$ cat config.mk
export PLATFORM = sky130hd
export DESIGN_NAME = itk_interval_timekeeper
export DESIGN_NICKNAME = d
export VERILOG_FILES = /design/src/common/itk_pkg.sv /design/src/rtl/itk_interval_timekeeper.sv /design/src/rtl/itk_wrap_cnt.sv
export SDC_FILE = /design/constraint.sdc
export NUM_CORES = 1
export LEC_CHECK = 0
export BUFFER_PORTS_ARGS = -buffer_cell sky130_fd_sc_hd__buf_2
export CAP_MARGIN = 30
export CELL_PAD_IN_SITES_DETAIL_PLACEMENT = 1
export CELL_PAD_IN_SITES_GLOBAL_PLACEMENT = 1
export CORE_ASPECT_RATIO = 1.75
export CORE_MARGIN = 2
export CORE_UTILIZATION = 32
export DETAILED_ROUTE_END_ITERATION = 12
export GPL_ROUTABILITY_DRIVEN = 0
export PLACE_DENSITY_LB_ADDON = 0.1
export SYNTH_ARGS = -nofsm -noshare
export SYNTH_HDL_FRONTEND = slang
export SYNTH_HIERARCHICAL = 1
export SYNTH_SLANG_ARGS = --single-unit
export TNS_END_PERCENT = 30
$ cat constraint.sdc
create_clock -name clk -period 6.3 [get_ports clk]
set_input_delay 0 -clock clk [delete_from_list [all_inputs] [get_ports clk]]
set_output_delay 0 -clock clk [all_outputs]
set_load 0.01 [all_outputs]
$ cat src/common/itk_pkg.sv
// constants shared by the interval timekeeper design files
`default_nettype none
package itk_pkg;
  // ----------------------------------------------------------------------
  // register indices (byte address is four times the index)
  // ----------------------------------------------------------------------
  localparam logic [7:0] IDX_CONTROL = 8'hA1;
  localparam logic [7:0] IDX_FRACTION = 8'hA2;
  localparam logic [7:0] IDX_ONE_HZ = 8'hA3;
  localparam logic [7:0] IDX_MINUTE = 8'hA4;
  localparam logic [7:0] IDX_HOUR = 8'hA5;
  localparam logic [7:0] IDX_TARGET = 8'hA6;
  localparam logic [7:0] IDX_IRQ_EN = 8'hA7;
  localparam int ADR_W = 10;

  // ----------------------------------------------------------------------
  // control field positions
  // ----------------------------------------------------------------------
  localparam int BIT_UNUSED = 7;
  localparam int BIT_DAY_WRAP = 6;
  localparam int BIT_BASE_HI = 5;
  localparam int BIT_BASE_LO = 4;
  localparam int BIT_ONE_SHOT = 3;
  localparam int BIT_MATCH = 2;
  localparam int BIT_IV_EN = 1;
  localparam int BIT_TK_EN = 0;
  localparam int BIT_IRQ_EN = 0;

  // ----------------------------------------------------------------------
  // reset values and counter limits
  // ----------------------------------------------------------------------
  localparam logic [7:0] RST_BYTE = 8'h00;
  localparam logic [7:0] MAX_FRACTION = 8'h7F;
  localparam logic [7:0] MAX_SIXTY = 8'h3B;
  localparam logic [7:0] MAX_HOUR_24 = 8'h17;
  localparam logic [7:0] MAX_HOUR_256 = 8'hFF;
  localparam int STAGES = 4;

  // ----------------------------------------------------------------------
  // timing: crystal edges per 1/128 second tick
  // ----------------------------------------------------------------------
  localparam int XTAL_HZ = 32768;
  localparam int TICK_HZ = 128;
  localparam int XTAL_PER_TICK = XTAL_HZ / TICK_HZ;
endpackage : itk_pkg
`default_nettype wire

$ cat src/rtl/itk_interval_timekeeper.sv
// time counter chain and interval counter with a classic wishbone slave
`timescale 1ns/10ps
`default_nettype none
module itk_interval_timekeeper #(
  parameter int XTAL_DIV = itk_pkg::XTAL_PER_TICK
) (
  // clock and reset
  input wire logic clk,
  input wire logic reset_n,
  // wishbone slave
  input wire logic wb_cyc_i,
  input wire logic wb_stb_i,
  input wire logic wb_we_i,
  input wire logic [itk_pkg::ADR_W-1:0] wb_adr_i,
  input wire logic [3:0] wb_sel_i,
  input wire logic [31:0] wb_dat_i,
  output logic [31:0] wb_dat_o,
  output logic wb_ack_o,
  // crystal pin and interrupt request
  input wire logic xtal_clk_i,
  output logic irq_o
);
  import itk_pkg::*;

  localparam int PW = (XTAL_DIV > 1) ? $clog2(XTAL_DIV) : 1;
  localparam logic [PW-1:0] PRE_LAST = PW'(XTAL_DIV - 1);

  if (XTAL_DIV < 2) begin : g_bad_div
    $error("itk: crystal divider must be at least 2");
  end

  // ----------------------------------------------------------------------
  // bus access
  // ----------------------------------------------------------------------
  logic ack_r;
  logic ack_nxt;
  logic [31:0] dat_r;
  logic [31:0] dat_nxt;
  wire [7:0] idx = wb_adr_i[ADR_W-1:2];
  wire req = wb_cyc_i & wb_stb_i;
  // writes land on the edge at which the master sees ack
  wire wr_go = req & wb_we_i & ack_r & wb_sel_i[0];
  wire [7:0] wbyte = wb_dat_i[7:0];
  wire wr_ctl = wr_go & (idx == IDX_CONTROL);
  wire wr_tgt = wr_go & (idx == IDX_TARGET);
  wire wr_ie = wr_go & (idx == IDX_IRQ_EN);

  assign ack_nxt = req & ~ack_r;

  // ----------------------------------------------------------------------
  // control state
  // ----------------------------------------------------------------------
  logic day_wrap_r;
  logic [1:0] base_sel_r;
  logic one_shot_r;
  logic match_r;
  logic match_nxt;
  logic iv_en_r;
  logic iv_en_nxt;
  logic tk_en_r;
  logic irq_en_r;
  logic irq_r;
  logic [7:0] target_r;
  logic [7:0] ivc_r;
  logic [7:0] ivc_nxt;

  // ----------------------------------------------------------------------
  // crystal synchroniser and prescaler
  // ----------------------------------------------------------------------
  logic xt_s1_r;
  logic xt_s2_r;
  logic xt_s3_r;
  logic [PW-1:0] pre_r;
  logic [PW-1:0] pre_nxt;
  // core clock is far faster than the crystal, so edges are never missed
  wire xt_rise = xt_s2_r & ~xt_s3_r;
  wire pre_ovf = tk_en_r & xt_rise & (pre_r == PRE_LAST);
  assign pre_nxt = !tk_en_r ? '0 :
                   pre_ovf ? '0 :
                   xt_rise ? PW'(pre_r + 1'b1) : pre_r;

  // ----------------------------------------------------------------------
  // time counter chain
  // ----------------------------------------------------------------------
  logic [7:0] preset_r [STAGES];
  logic [7:0] live [STAGES];
  logic [7:0] wmax [STAGES];
  logic [STAGES:0] step;
  logic [STAGES-1:0] carry;
  logic [7:0] stage_idx [STAGES];

  assign step[0] = pre_ovf;
  assign stage_idx[0] = IDX_FRACTION;
  assign stage_idx[1] = IDX_ONE_HZ;
  assign stage_idx[2] = IDX_MINUTE;
  assign stage_idx[3] = IDX_HOUR;
  assign wmax[0] = MAX_FRACTION;
  assign wmax[1] = MAX_SIXTY;
  assign wmax[2] = MAX_SIXTY;
  assign wmax[3] = day_wrap_r ? MAX_HOUR_24 : MAX_HOUR_256;

  genvar g;
  generate
    for (g = 0; g < STAGES; g++) begin : g_stage
      // presets are written any time; they reach the live count only
      // while timekeeping is stopped, so a running clock never jumps
      always_ff @(posedge clk or negedge reset_n) begin
        if (!reset_n) begin
          preset_r[g] <= RST_BYTE;
        end else if (wr_go && idx == stage_idx[g]) begin
          preset_r[g] <= wbyte;
        end
      end

      itk_wrap_cnt #(.W(8)) u_cnt (
        .clk(clk),
        .reset_n(reset_n),
        .run(tk_en_r),
        .inc(step[g]),
        .load_val(preset_r[g]),
        .wrap_max(wmax[g]),
        .cnt(live[g]),
        .carry(carry[g])
      );
      assign step[g+1] = carry[g];
    end
  endgenerate

  // ----------------------------------------------------------------------
  // interval counter
  // ----------------------------------------------------------------------
  wire base_p = step[base_sel_r];
  wire iv_step = base_p & iv_en_r;
  wire [7:0] iv_inc = 8'(ivc_r + 1'b1);
  wire iv_hit = iv_step & (iv_inc == target_r);
  wire clr_match = wr_ctl & ~wbyte[BIT_MATCH];

  // the set wins over a software clear in the same cycle
  assign match_nxt = iv_hit | (match_r & ~clr_match);
  // a software write to the control byte outranks a one-shot timeout
  assign iv_en_nxt = wr_ctl ? wbyte[BIT_IV_EN] :
                     (iv_hit & one_shot_r) ? 1'b0 : iv_en_r;
  assign ivc_nxt = !iv_en_r ? RST_BYTE :
                   iv_hit ? RST_BYTE :
                   iv_step ? iv_inc : ivc_r;

  // ----------------------------------------------------------------------
  // read data
  // ----------------------------------------------------------------------
  wire [7:0] ctl_byte = {1'b0, day_wrap_r, base_sel_r, one_shot_r,
                         match_r, iv_en_r, tk_en_r};
  wire [7:0] rd_byte = (idx == IDX_CONTROL) ? ctl_byte :
                       (idx == IDX_FRACTION) ? live[0] :
                       (idx == IDX_ONE_HZ) ? live[1] :
                       (idx == IDX_MINUTE) ? live[2] :
                       (idx == IDX_HOUR) ? live[3] :
                       (idx == IDX_TARGET) ? target_r :
                       (idx == IDX_IRQ_EN) ? {7'h00, irq_en_r} : 8'h00;
  assign dat_nxt = ack_nxt ? {24'h000000, rd_byte} : 32'h00000000;

  // ----------------------------------------------------------------------
  // registers
  // ----------------------------------------------------------------------
  always_ff @(posedge clk or negedge reset_n) begin
    if (!reset_n) begin
      ack_r <= 1'b0;
      dat_r <= 32'h00000000;
    end else begin
      ack_r <= ack_nxt;
      dat_r <= dat_nxt;
    end
  end

  always_ff @(posedge clk or negedge reset_n) begin
    if (!reset_n) begin
      xt_s1_r <= 1'b0;
      xt_s2_r <= 1'b0;
      xt_s3_r <= 1'b0;
      pre_r <= '0;
    end else begin
      xt_s1_r <= xtal_clk_i;
      xt_s2_r <= xt_s1_r;
      xt_s3_r <= xt_s2_r;
      pre_r <= pre_nxt;
    end
  end

  always_ff @(posedge clk or negedge reset_n) begin
    if (!reset_n) begin
      day_wrap_r <= 1'b0;
      base_sel_r <= 2'h0;
      one_shot_r <= 1'b0;
      tk_en_r <= 1'b0;
    end else if (wr_ctl) begin
      day_wrap_r <= wbyte[BIT_DAY_WRAP];
      base_sel_r <= wbyte[BIT_BASE_HI:BIT_BASE_LO];
      one_shot_r <= wbyte[BIT_ONE_SHOT];
      tk_en_r <= wbyte[BIT_TK_EN];
    end
  end

  always_ff @(posedge clk or negedge reset_n) begin
    if (!reset_n) begin
      match_r <= 1'b0;
      iv_en_r <= 1'b0;
      ivc_r <= RST_BYTE;
      irq_r <= 1'b0;
    end else begin
      match_r <= match_nxt;
      iv_en_r <= iv_en_nxt;
      ivc_r <= ivc_nxt;
      irq_r <= match_r & irq_en_r;
    end
  end

  always_ff @(posedge clk or negedge reset_n) begin
    if (!reset_n) begin
      target_r <= RST_BYTE;
      irq_en_r <= 1'b0;
    end else begin
      if (wr_tgt) target_r <= wbyte;
      if (wr_ie) irq_en_r <= wbyte[BIT_IRQ_EN];
    end
  end

  assign wb_ack_o = ack_r;
  assign wb_dat_o = dat_r;
  assign irq_o = irq_r;

  // ----------------------------------------------------------------------
  // assertions
  // ----------------------------------------------------------------------
  a_ack_single: assert property (@(posedge clk) disable iff (!reset_n)
    wb_ack_o |=> !wb_ack_o)
    else $error("ack held longer than one cycle");

  a_unused_bit: assert property (@(posedge clk) disable iff (!reset_n)
    (wb_ack_o && idx == IDX_CONTROL && !wb_we_i) |-> !wb_dat_o[BIT_UNUSED])
    else $error("control bit 7 read back non-zero");

  a_match_sets: assert property (@(posedge clk) disable iff (!reset_n)
    (iv_step && iv_inc == target_r) |=> match_r)
    else $error("match flag not set on interval match");

  a_flag_sticky: assert property (@(posedge clk) disable iff (!reset_n)
    $fell(match_r) |-> $past(clr_match))
    else $error("match flag cleared without software write");

  a_oneshot_stop: assert property (@(posedge clk) disable iff (!reset_n)
    (iv_hit && one_shot_r && !wr_ctl) |=> !iv_en_r)
    else $error("one-shot timeout left interval counting enabled");

  a_auto_reload: assert property (@(posedge clk) disable iff (!reset_n)
    (iv_hit && !one_shot_r && !wr_ctl) |=> (iv_en_r && ivc_r == 8'h00))
    else $error("auto-reload did not restart the interval counter");

  a_iv_hold: assert property (@(posedge clk) disable iff (!reset_n)
    (!iv_en_r) |=> (ivc_r == 8'h00 && !$rose(match_r)))
    else $error("interval counter moved while disabled");

  a_fraction_wrap: assert property (@(posedge clk)
    disable iff (!reset_n)
    (step[0] && live[0] == MAX_FRACTION && tk_en_r)
      |=> (live[0] == 8'h00 && (live[1] == $past(live[1]) + 8'h01
           || ($past(live[1]) == MAX_SIXTY && live[1] == 8'h00))))
    else $error("fraction tick did not wrap into seconds");

  a_hour_24: assert property (@(posedge clk) disable iff (!reset_n)
    (step[3] && day_wrap_r && live[3] == MAX_HOUR_24 && tk_en_r)
      |=> live[3] == 8'h00)
    else $error("hour counter missed wrap after 23");

  a_stop_restore: assert property (@(posedge clk)
    disable iff (!reset_n)
    (!tk_en_r && !wr_go)
      |=> (live[1] == preset_r[1] && live[3] == preset_r[3]))
    else $error("stopped time counter does not show its preset");

  a_irq_follow: assert property (@(posedge clk) disable iff (!reset_n)
    (match_r && irq_en_r) |=> irq_o)
    else $error("interrupt not requested on enabled match");

  a_tick_rate: assert property (@(posedge clk) disable iff (!reset_n)
    step[0] |-> (tk_en_r && xt_rise))
    else $error("fraction tick not paced by crystal edge");
endmodule // itk_interval_timekeeper
`default_nettype wire

$ cat src/rtl/itk_wrap_cnt.sv
// one wrapping time counter stage that reloads a preset while stopped
`timescale 1ns/10ps
`default_nettype none
module itk_wrap_cnt #(
  parameter int W = 8
) (
  // clock and reset
  input wire logic clk,
  input wire logic reset_n,
  // control
  input wire logic run,
  input wire logic inc,
  input wire logic [W-1:0] load_val,
  input wire logic [W-1:0] wrap_max,
  // state
  output logic [W-1:0] cnt,
  output logic carry
);
  logic [W-1:0] cnt_r;
  logic [W-1:0] cnt_nxt;

  if (W < 1) begin : g_bad_width
    $error("itk_wrap_cnt: width must be positive");
  end

  assign carry = run & inc & (cnt_r == wrap_max);
  assign cnt_nxt = !run ? load_val :
                   carry ? '0 :
                   inc ? W'(cnt_r + 1'b1) : cnt_r;
  assign cnt = cnt_r;

  always_ff @(posedge clk or negedge reset_n) begin
    if (!reset_n) begin
      cnt_r <= '0;
    end else begin
      cnt_r <= cnt_nxt;
    end
  end
endmodule // itk_wrap_cnt
`default_nettype wire

# Word level (Yosys, flattened, before mapping)
# Index checks and enable logic that the tools add are counted.
# classes
n_reduce_logical,5
multipliers,0
div,0
order_cmp,1
mux,31
bitwise,30
add_sub_neg,6
shift,0
n_eq_ne,19
# op_table
cell,count
$mux 8,26
$eq 8x8->1 const B,8
$add 8x1->8 const B,6
$and 1x1->1,25
$ne 3x1->1 const B,6
$eq 8x6->1 const B,2
$eq 8x8->1,2
$eq 8x7->1 const B,1
$logic_and 1x1->1,4
$lt 2x4->1 const B,1
$mux 1,4
$not 1->1,4
$bmux 1 s2,1
$reduce_bool 2->1,1
$or 1x1->1,1
# word_totals
mem_bits_rw,0
mem_count,0
latchBits,0
mem_bits_ro,0
regBits,109
wordCells,116
output_inout_bits,34

# Logic depth before layout (Yosys ltp)
# depth
depth_word,17
depth_mapped,17
ltp_nobuf,13

# Cells and area by module
# The synthesis kept the hierarchy.
# modules_own_cells
mod,seq_area_each_um2,instances,cells_per_inst,area_each_um2
itk_interval_timekeeper,1926.8,1,360,3951.3
itk_wrap_cnt at g_stage[1].u_cnt ...,200.2,3,70,619.3
itk_wrap_cnt at g_stage[0].u_cnt,200.2,1,73,660.6

# Worst setup path after synthesis
# Ideal clock, no wire load.
# synth_timing
path_type,reg2reg
from,register tk_en_r
to,register g_stage[3].u_cnt.cnt_r[1]
arrival_ns,4.174
path_slack_ns,1.988
stages_incl_launch_ff,16
path_buffers,4
synth_period_minus_slack_ns,4.312
path_cell_list,dfrtp_1 -> nand3b_1 -> nor4_2 -> buf_4 -> nand3_1 -> nor3_1 -> buf_2 -> nand2_1 -> nor4_4 -> buf_2 -> nand2_1 -> nor4_4 -> buf_2 -> nand2_1 -> nor4_4 -> o21ai_1
# synth_via
elab_chain_cells,12
word_cells_on_any_way,13
cone_classes,eq/ne: 1; mux: 2; bitwise: 10
# synth_lines
item,line,source
"start, declared",itk_interval_timekeeper.sv:60,logic tk_en_r;
"start signal, assigned",itk_interval_timekeeper.sv:198,tk_en_r <= wbyte[BIT_TK_EN];
$and 1x1->1 (*) (2 in a row),itk_interval_timekeeper.sv:77,wire pre_ovf = tk_en_r & xt_rise & (pre_r == PRE_LAST);
named net pre_ovf,itk_interval_timekeeper.sv:77,
$and 1x1->1 (*) (2 in a row),itk_wrap_cnt.sv:26,assign carry = run & inc & (cnt_r == wrap_max);
named net carry[0],itk_interval_timekeeper.sv:89,logic [STAGES-1:0] carry;
$and 1x1->1 (*) (2 in a row),itk_wrap_cnt.sv:26,
named net carry[1],itk_interval_timekeeper.sv:89,
$and 1x1->1 (*) (2 in a row),itk_wrap_cnt.sv:26,
named net carry[2],itk_interval_timekeeper.sv:89,
$and 1x1->1 (*) (2 in a row),itk_wrap_cnt.sv:26,
named net carry[3],itk_interval_timekeeper.sv:89,
$mux 8,itk_wrap_cnt.sv:28,carry ? '0 :
$mux 8,itk_wrap_cnt.sv:27,assign cnt_nxt = !run ? load_val :
"end signal, assigned",itk_wrap_cnt.sv:36,cnt_r <= cnt_nxt;
"end, declared",itk_wrap_cnt.sv:19,logic [W-1:0] cnt_r;
# The timed path passes the listed nets; every way through them passes the cells marked *.
# A chain may end at the register's enable or synchronous reset.

# Worst setup path in the final report
# layout_timing
from,register pre_r[0]
to,register ivc_r[2]
# layout_via
elab_chain_cells,14
word_cells_on_any_way,15
cone_classes,eq/ne: 2; mux: 4; bitwise: 9
# layout_lines
item,line,source
"start, declared",itk_interval_timekeeper.sv:73,logic [PW-1:0] pre_r;
"start signal, assigned",itk_interval_timekeeper.sv:184,pre_r <= pre_nxt;
$eq 8x8->1 (*),itk_interval_timekeeper.sv:77,
$and 1x1->1 (*),itk_interval_timekeeper.sv:77,
named net pre_ovf,itk_interval_timekeeper.sv:77,
$and 1x1->1 (*) (2 in a row),itk_wrap_cnt.sv:26,
named net carry[0],itk_interval_timekeeper.sv:89,
$and 1x1->1 (*) (2 in a row),itk_wrap_cnt.sv:26,
named net carry[1],itk_interval_timekeeper.sv:89,
$and 1x1->1 (*) (2 in a row),itk_wrap_cnt.sv:26,
named net carry[2],itk_interval_timekeeper.sv:89,
$bmux 1 s2 (*),itk_interval_timekeeper.sv:132,wire base_p = step[base_sel_r];
$mux 1 (implied by the code) (*),itk_interval_timekeeper.sv:132,
$and 1x1->1 (*),itk_interval_timekeeper.sv:133,wire iv_step = base_p & iv_en_r;
$and 1x1->1,itk_interval_timekeeper.sv:135,wire iv_hit = iv_step & (iv_inc == target_r);
$mux 8,itk_interval_timekeeper.sv:144,iv_hit ? RST_BYTE :
$mux 8,itk_interval_timekeeper.sv:143,assign ivc_nxt = !iv_en_r ? RST_BYTE :
"end signal, assigned",itk_interval_timekeeper.sv:211,ivc_r <= ivc_nxt;
"end, declared",itk_interval_timekeeper.sv:64,logic [7:0] ivc_r;
# The timed path passes the listed nets; every way through them passes the cells marked *. The select of a mux whose other input is x is not followed.

==> flow_summary_export.csv <==
group,metric,value,unit
grt,grt_max_degree,66,
clock_tree,clock_path_buffers,2,
pwr,peakVddDrop,0.08276,mV
yosys,syn_inst,643,
worst_setup_path,start_kind,"flop",
sta,slew_violations,0,
sta,tightestPinTransition,0.8771,ns
detailed_routing,drt-total-wl,18460,um
grt,antenna_found_initial,1,
worst_setup_path,timing.rr.end,"ivc_r[2]",
clock_tree,cts_inserted_buffers,9,
yosys,synth_area_leaders,"dfrtp_1 42%, mux2_2 7.5%, xnor2_1 4.9%, buf_4 3.4%, nand2_1 3.2%",
clock_tree,htreeDepth,3,
worst_setup_path,rrSetupSlack,1.52,ns
placed_design,numPortBuffers,32,
floorplanning,initial_core_util,32.64,%
worst_setup_path,cp.depth,15,
yosys,avgSynthCellArea,10.06,um2
finish,insertedDiodeCount,0,
finish,fin_nets,749,
sta,hold_viol,0,
worst_setup_path,worstReg2RegStart,"pre_r[0]",
sta,rsz0062_at_grt,"no",
detailed_routing,wl_met1,7574,um
sta,setup_viol,0,
detailed_routing,dr.max_layer_used,"met4",
worst_setup_path,crit_slowest_cell,"nor4_4",
clock_tree,cts_resized,0,
status,outcome,"complete, no violations",
pwr,p_per_area,188.4,mW/mm2
worst_setup_path,reg2regPathDepth,15,
worst_setup_path,crit_arrival,5.08,ns
detailed_routing,wl_met2,10190,um
yosys,synth_top_cell_area_share,42.16,%
clock_tree,cts_sinks,109,
worst_setup_path,cp-endpoint,"ivc_r[2]",
yosys,synth-seq-cells,109,
sta,fin_worst_skew,0.007014,ns
pwr,p_total,1.345,mW
clock_tree,clk_latency,0.37,ns
floorplanning,rows,68,
grt,grt_pass1_vias,5206,
detailed_routing,wire_per_inst,19.66,um
detailed_routing,antenna_left,0,
placed_design,pre_cts_ws,1.409,ns
finish,syn2layout_area_growth,10.33,%
worst_setup_path,path_class,"flop to flop",
worst_setup_path,required,6.60,ns
finish,drive_gt1_share,17.87,%
worst_setup_path,worstPathMaxFanout,19,
yosys,ys_async_sr_fraction,100.0,%
sta,max_freq,209.2,MHz
detailed_routing,met3_length,363,um
worst_setup_path,end_kind,"flop",
yosys,yosysWarnings,6,
floorplanning,pin_count,86,
floorplanning,die_y,192.1,um
worst_setup_path,critPathMaxStageDelay,0.67,ns
worst_setup_path,cp-startpoint,"pre_r[0]",
floorplanning,die_w,111.5,um
detailed_routing,drtPass1Iterations,4,
worst_setup_path,critPathTopFamily,"simple AND/OR/NAND/NOR gates",
grt,grt_use_total,17.97,%
pwr,power.leakage,3.133,nW
sta,whs,0.02208,ns
detailed_routing,drc,0,
detailed_routing,vias,4857,
worst_setup_path,crit_chain,"ha_1, nand3_1, nor4_2, buf_4, nand3_1, nor3_1, nand2_1, nor4_4, buf_4, nand2_1, nor4_4, mux4_2, o311ai_2, nor3b_1, a21o_1",
yosys,netlist_area,0.006470,mm2
grt,overflow,0,
detailed_routing,avgViaCountPerCell,5.173,
floorplanning,die-area,0.02142,mm2
clock_tree,path_clk_slew,0.07,ns
yosys,yosysSeqAreaShare,42.16,%
floorplanning,core,0.01982,mm2
yosys,ys.flop_type,"dfrtp_1",
sta,relSlewSlack,41.21,%
finish,utilization,36.01,%
sta,layout_setup_ws,1.520,ns
placed_design,dp_hpwl,13690,um
worst_setup_path,cp_num_buf_inv,2,
clock_tree,clockRootBuffer,"clkbuf_16",
detailed_routing,dr.first_iter.drc_count,137,
yosys,netlist-cell-type-count,64,
finish,fillers,2297,
sta,fin_crit,4.780,ns
grt,grt_first_pass_wirelength,29450,um
flow_run,drv_cap,0,
yosys,synth_edf_count,0,
hold_path,hold_path.class,"primary input to flop",
yosys,synth_top_area_cell,"dfrtp_1",
sta,finalSetupTns,0,ns
clock_tree,cts_tree,"built",
sta,period_share,75.88,%
hold_path,hold_start,"wb_dat_i[6]",
registers in the layout, indices dropped and copies added, names as in the netlist:
| signal | cells |
|---|---|
| irq_o | 1 |
| wb_ack_o | 1 |
| xt_s1_r | 1 |
| one_shot_r | 1 |
| g_stage.u_cnt/cnt | 32 |
| iv_en_r | 1 |
| xt_s2_r | 1 |
| day_wrap_r | 1 |
| base_sel_r | 2 |
| pre_r | 8 |
| xt_s3_r | 1 |
| tk_en_r | 1 |
| ivc_r | 8 |
| target_r | 8 |
| irq_en_r | 1 |
| match_r | 1 |
| wb_dat_o | 8 |
| preset_r | 32 |
power by group:
part           switching (mW)  total (mW)  internal (mW)
clock network           0.262       0.566          0.305
registers             0.00270       0.704          0.702
logic                  0.0540      0.0736         0.0196
total                   0.318        1.34           1.03
Yosys cell counts, types with 5 or more instances:
cell and count:
mux2i_1 19, clkbuf_1 10, dfrtp_1 109, o21ai_1 8, nand3b_1 5, nor2_1 43, xor2_1 18, mux2_1 8
xnor2_1 36, o31ai_1 6, mux2_2 43, buf_4 29, nor2b_1 20, nand2_1 56, a211oi_1 10, a2111oi_2 7
a21oi_1 22, and3_1 5, nor3_1 7, ha_1 6, inv_1 13, o21ai_0 25, buf_2 14, nand4_1 14
nand2b_1 5, nand3_1 36
layer usage:
metal,global-route usage [%],vias up
li1,-,2311
met5,0,-
met1,19.98,2469
met4,5.935,0
met3,2.493,19
met2,34.80,58
worst min path at each step:
stage	to	depth (start not counted)	slack [ns]
2_1_floorplan	base_sel_r[0]	0	-0.30
3_3_place_gp	xt_s1_r	1	0.13
3_5_place_dp	xt_s1_r	1	0.11
4_1_cts	preset_r[14]	2	0.01
5_1_grt	preset_r[14]	2	0.02
6_report	preset_r[14]	2	0.02
worst reg2reg max path, delay by kind of cell (launching register included):
kind / cells / cell delay, ns
compound gates: 2 / 0.41
fa+ha+maj: 1 / 0.21
buf+inv: 2 / 0.54
flops: 1 / 0.39
mux: 1 / 0.46
simple gates: 9 / 2.70
placed cells by master (no fill, tap or decap), types with 5 or more instances in the layout:
cell type,count
a2111oi_2,7
a211oi_1,10
a21oi_1,22
and3_1,5
buf_2,31
buf_4,8
clkbuf_16,9
conb_1,52
dfrtp_1,108
ha_1,6
inv_1,13
mux2_1,8
mux2_2,43
mux2i_1,19
nand2_1,56
nand2b_1,5
nand3_1,36
nand3b_1,5
nand4_1,14
nor2_1,43
nor2b_1,20
nor3_1,7
o21ai_0,25
o21ai_1,8
o31ai_1,6
xnor2_1,36
xor2_1,18
final cells by class:
cell class | instances | area [um2] | area share, %
multi-input combinational | 517 | 3545 | 49.66
clock inverter | 2 | 37.54 | 0.5259
timing repair buffer | 41 | 235.2 | 3.295
inverter | 13 | 48.80 | 0.6836
sequential | 109 | 2729 | 38.23
tap | 245 | 306.5 | 4.294
clock buffer | 12 | 236.5 | 3.313
metrics by stage:
stage | std cells | area [um2]
3_3_place_gp | 923 | 6844
3_5_place_dp | 923 | 6844
2_1_floorplan | 693 | 6658
5_1_grt | 939 | 7138
4_1_cts | 939 | 7138
6_report | 939 | 7138
kinds of logic after synthesis:
logic type	share of synthesized area, %
AOI/OAI and AO/OA	11.82
xor gates and xnor gates	7.561
adders and majority gates	1.160
buffers and inverters	5.956
DFF	42.16
muxes	12.16
other	0.1161
and+or+nand+nor	19.07
what timing repair did:
item                                   CTS  global route
hold buffers                             2             0
setup buffers                            0             0
endpoints found under the hold margin   62             0
(Power assumes the default switching activity.)
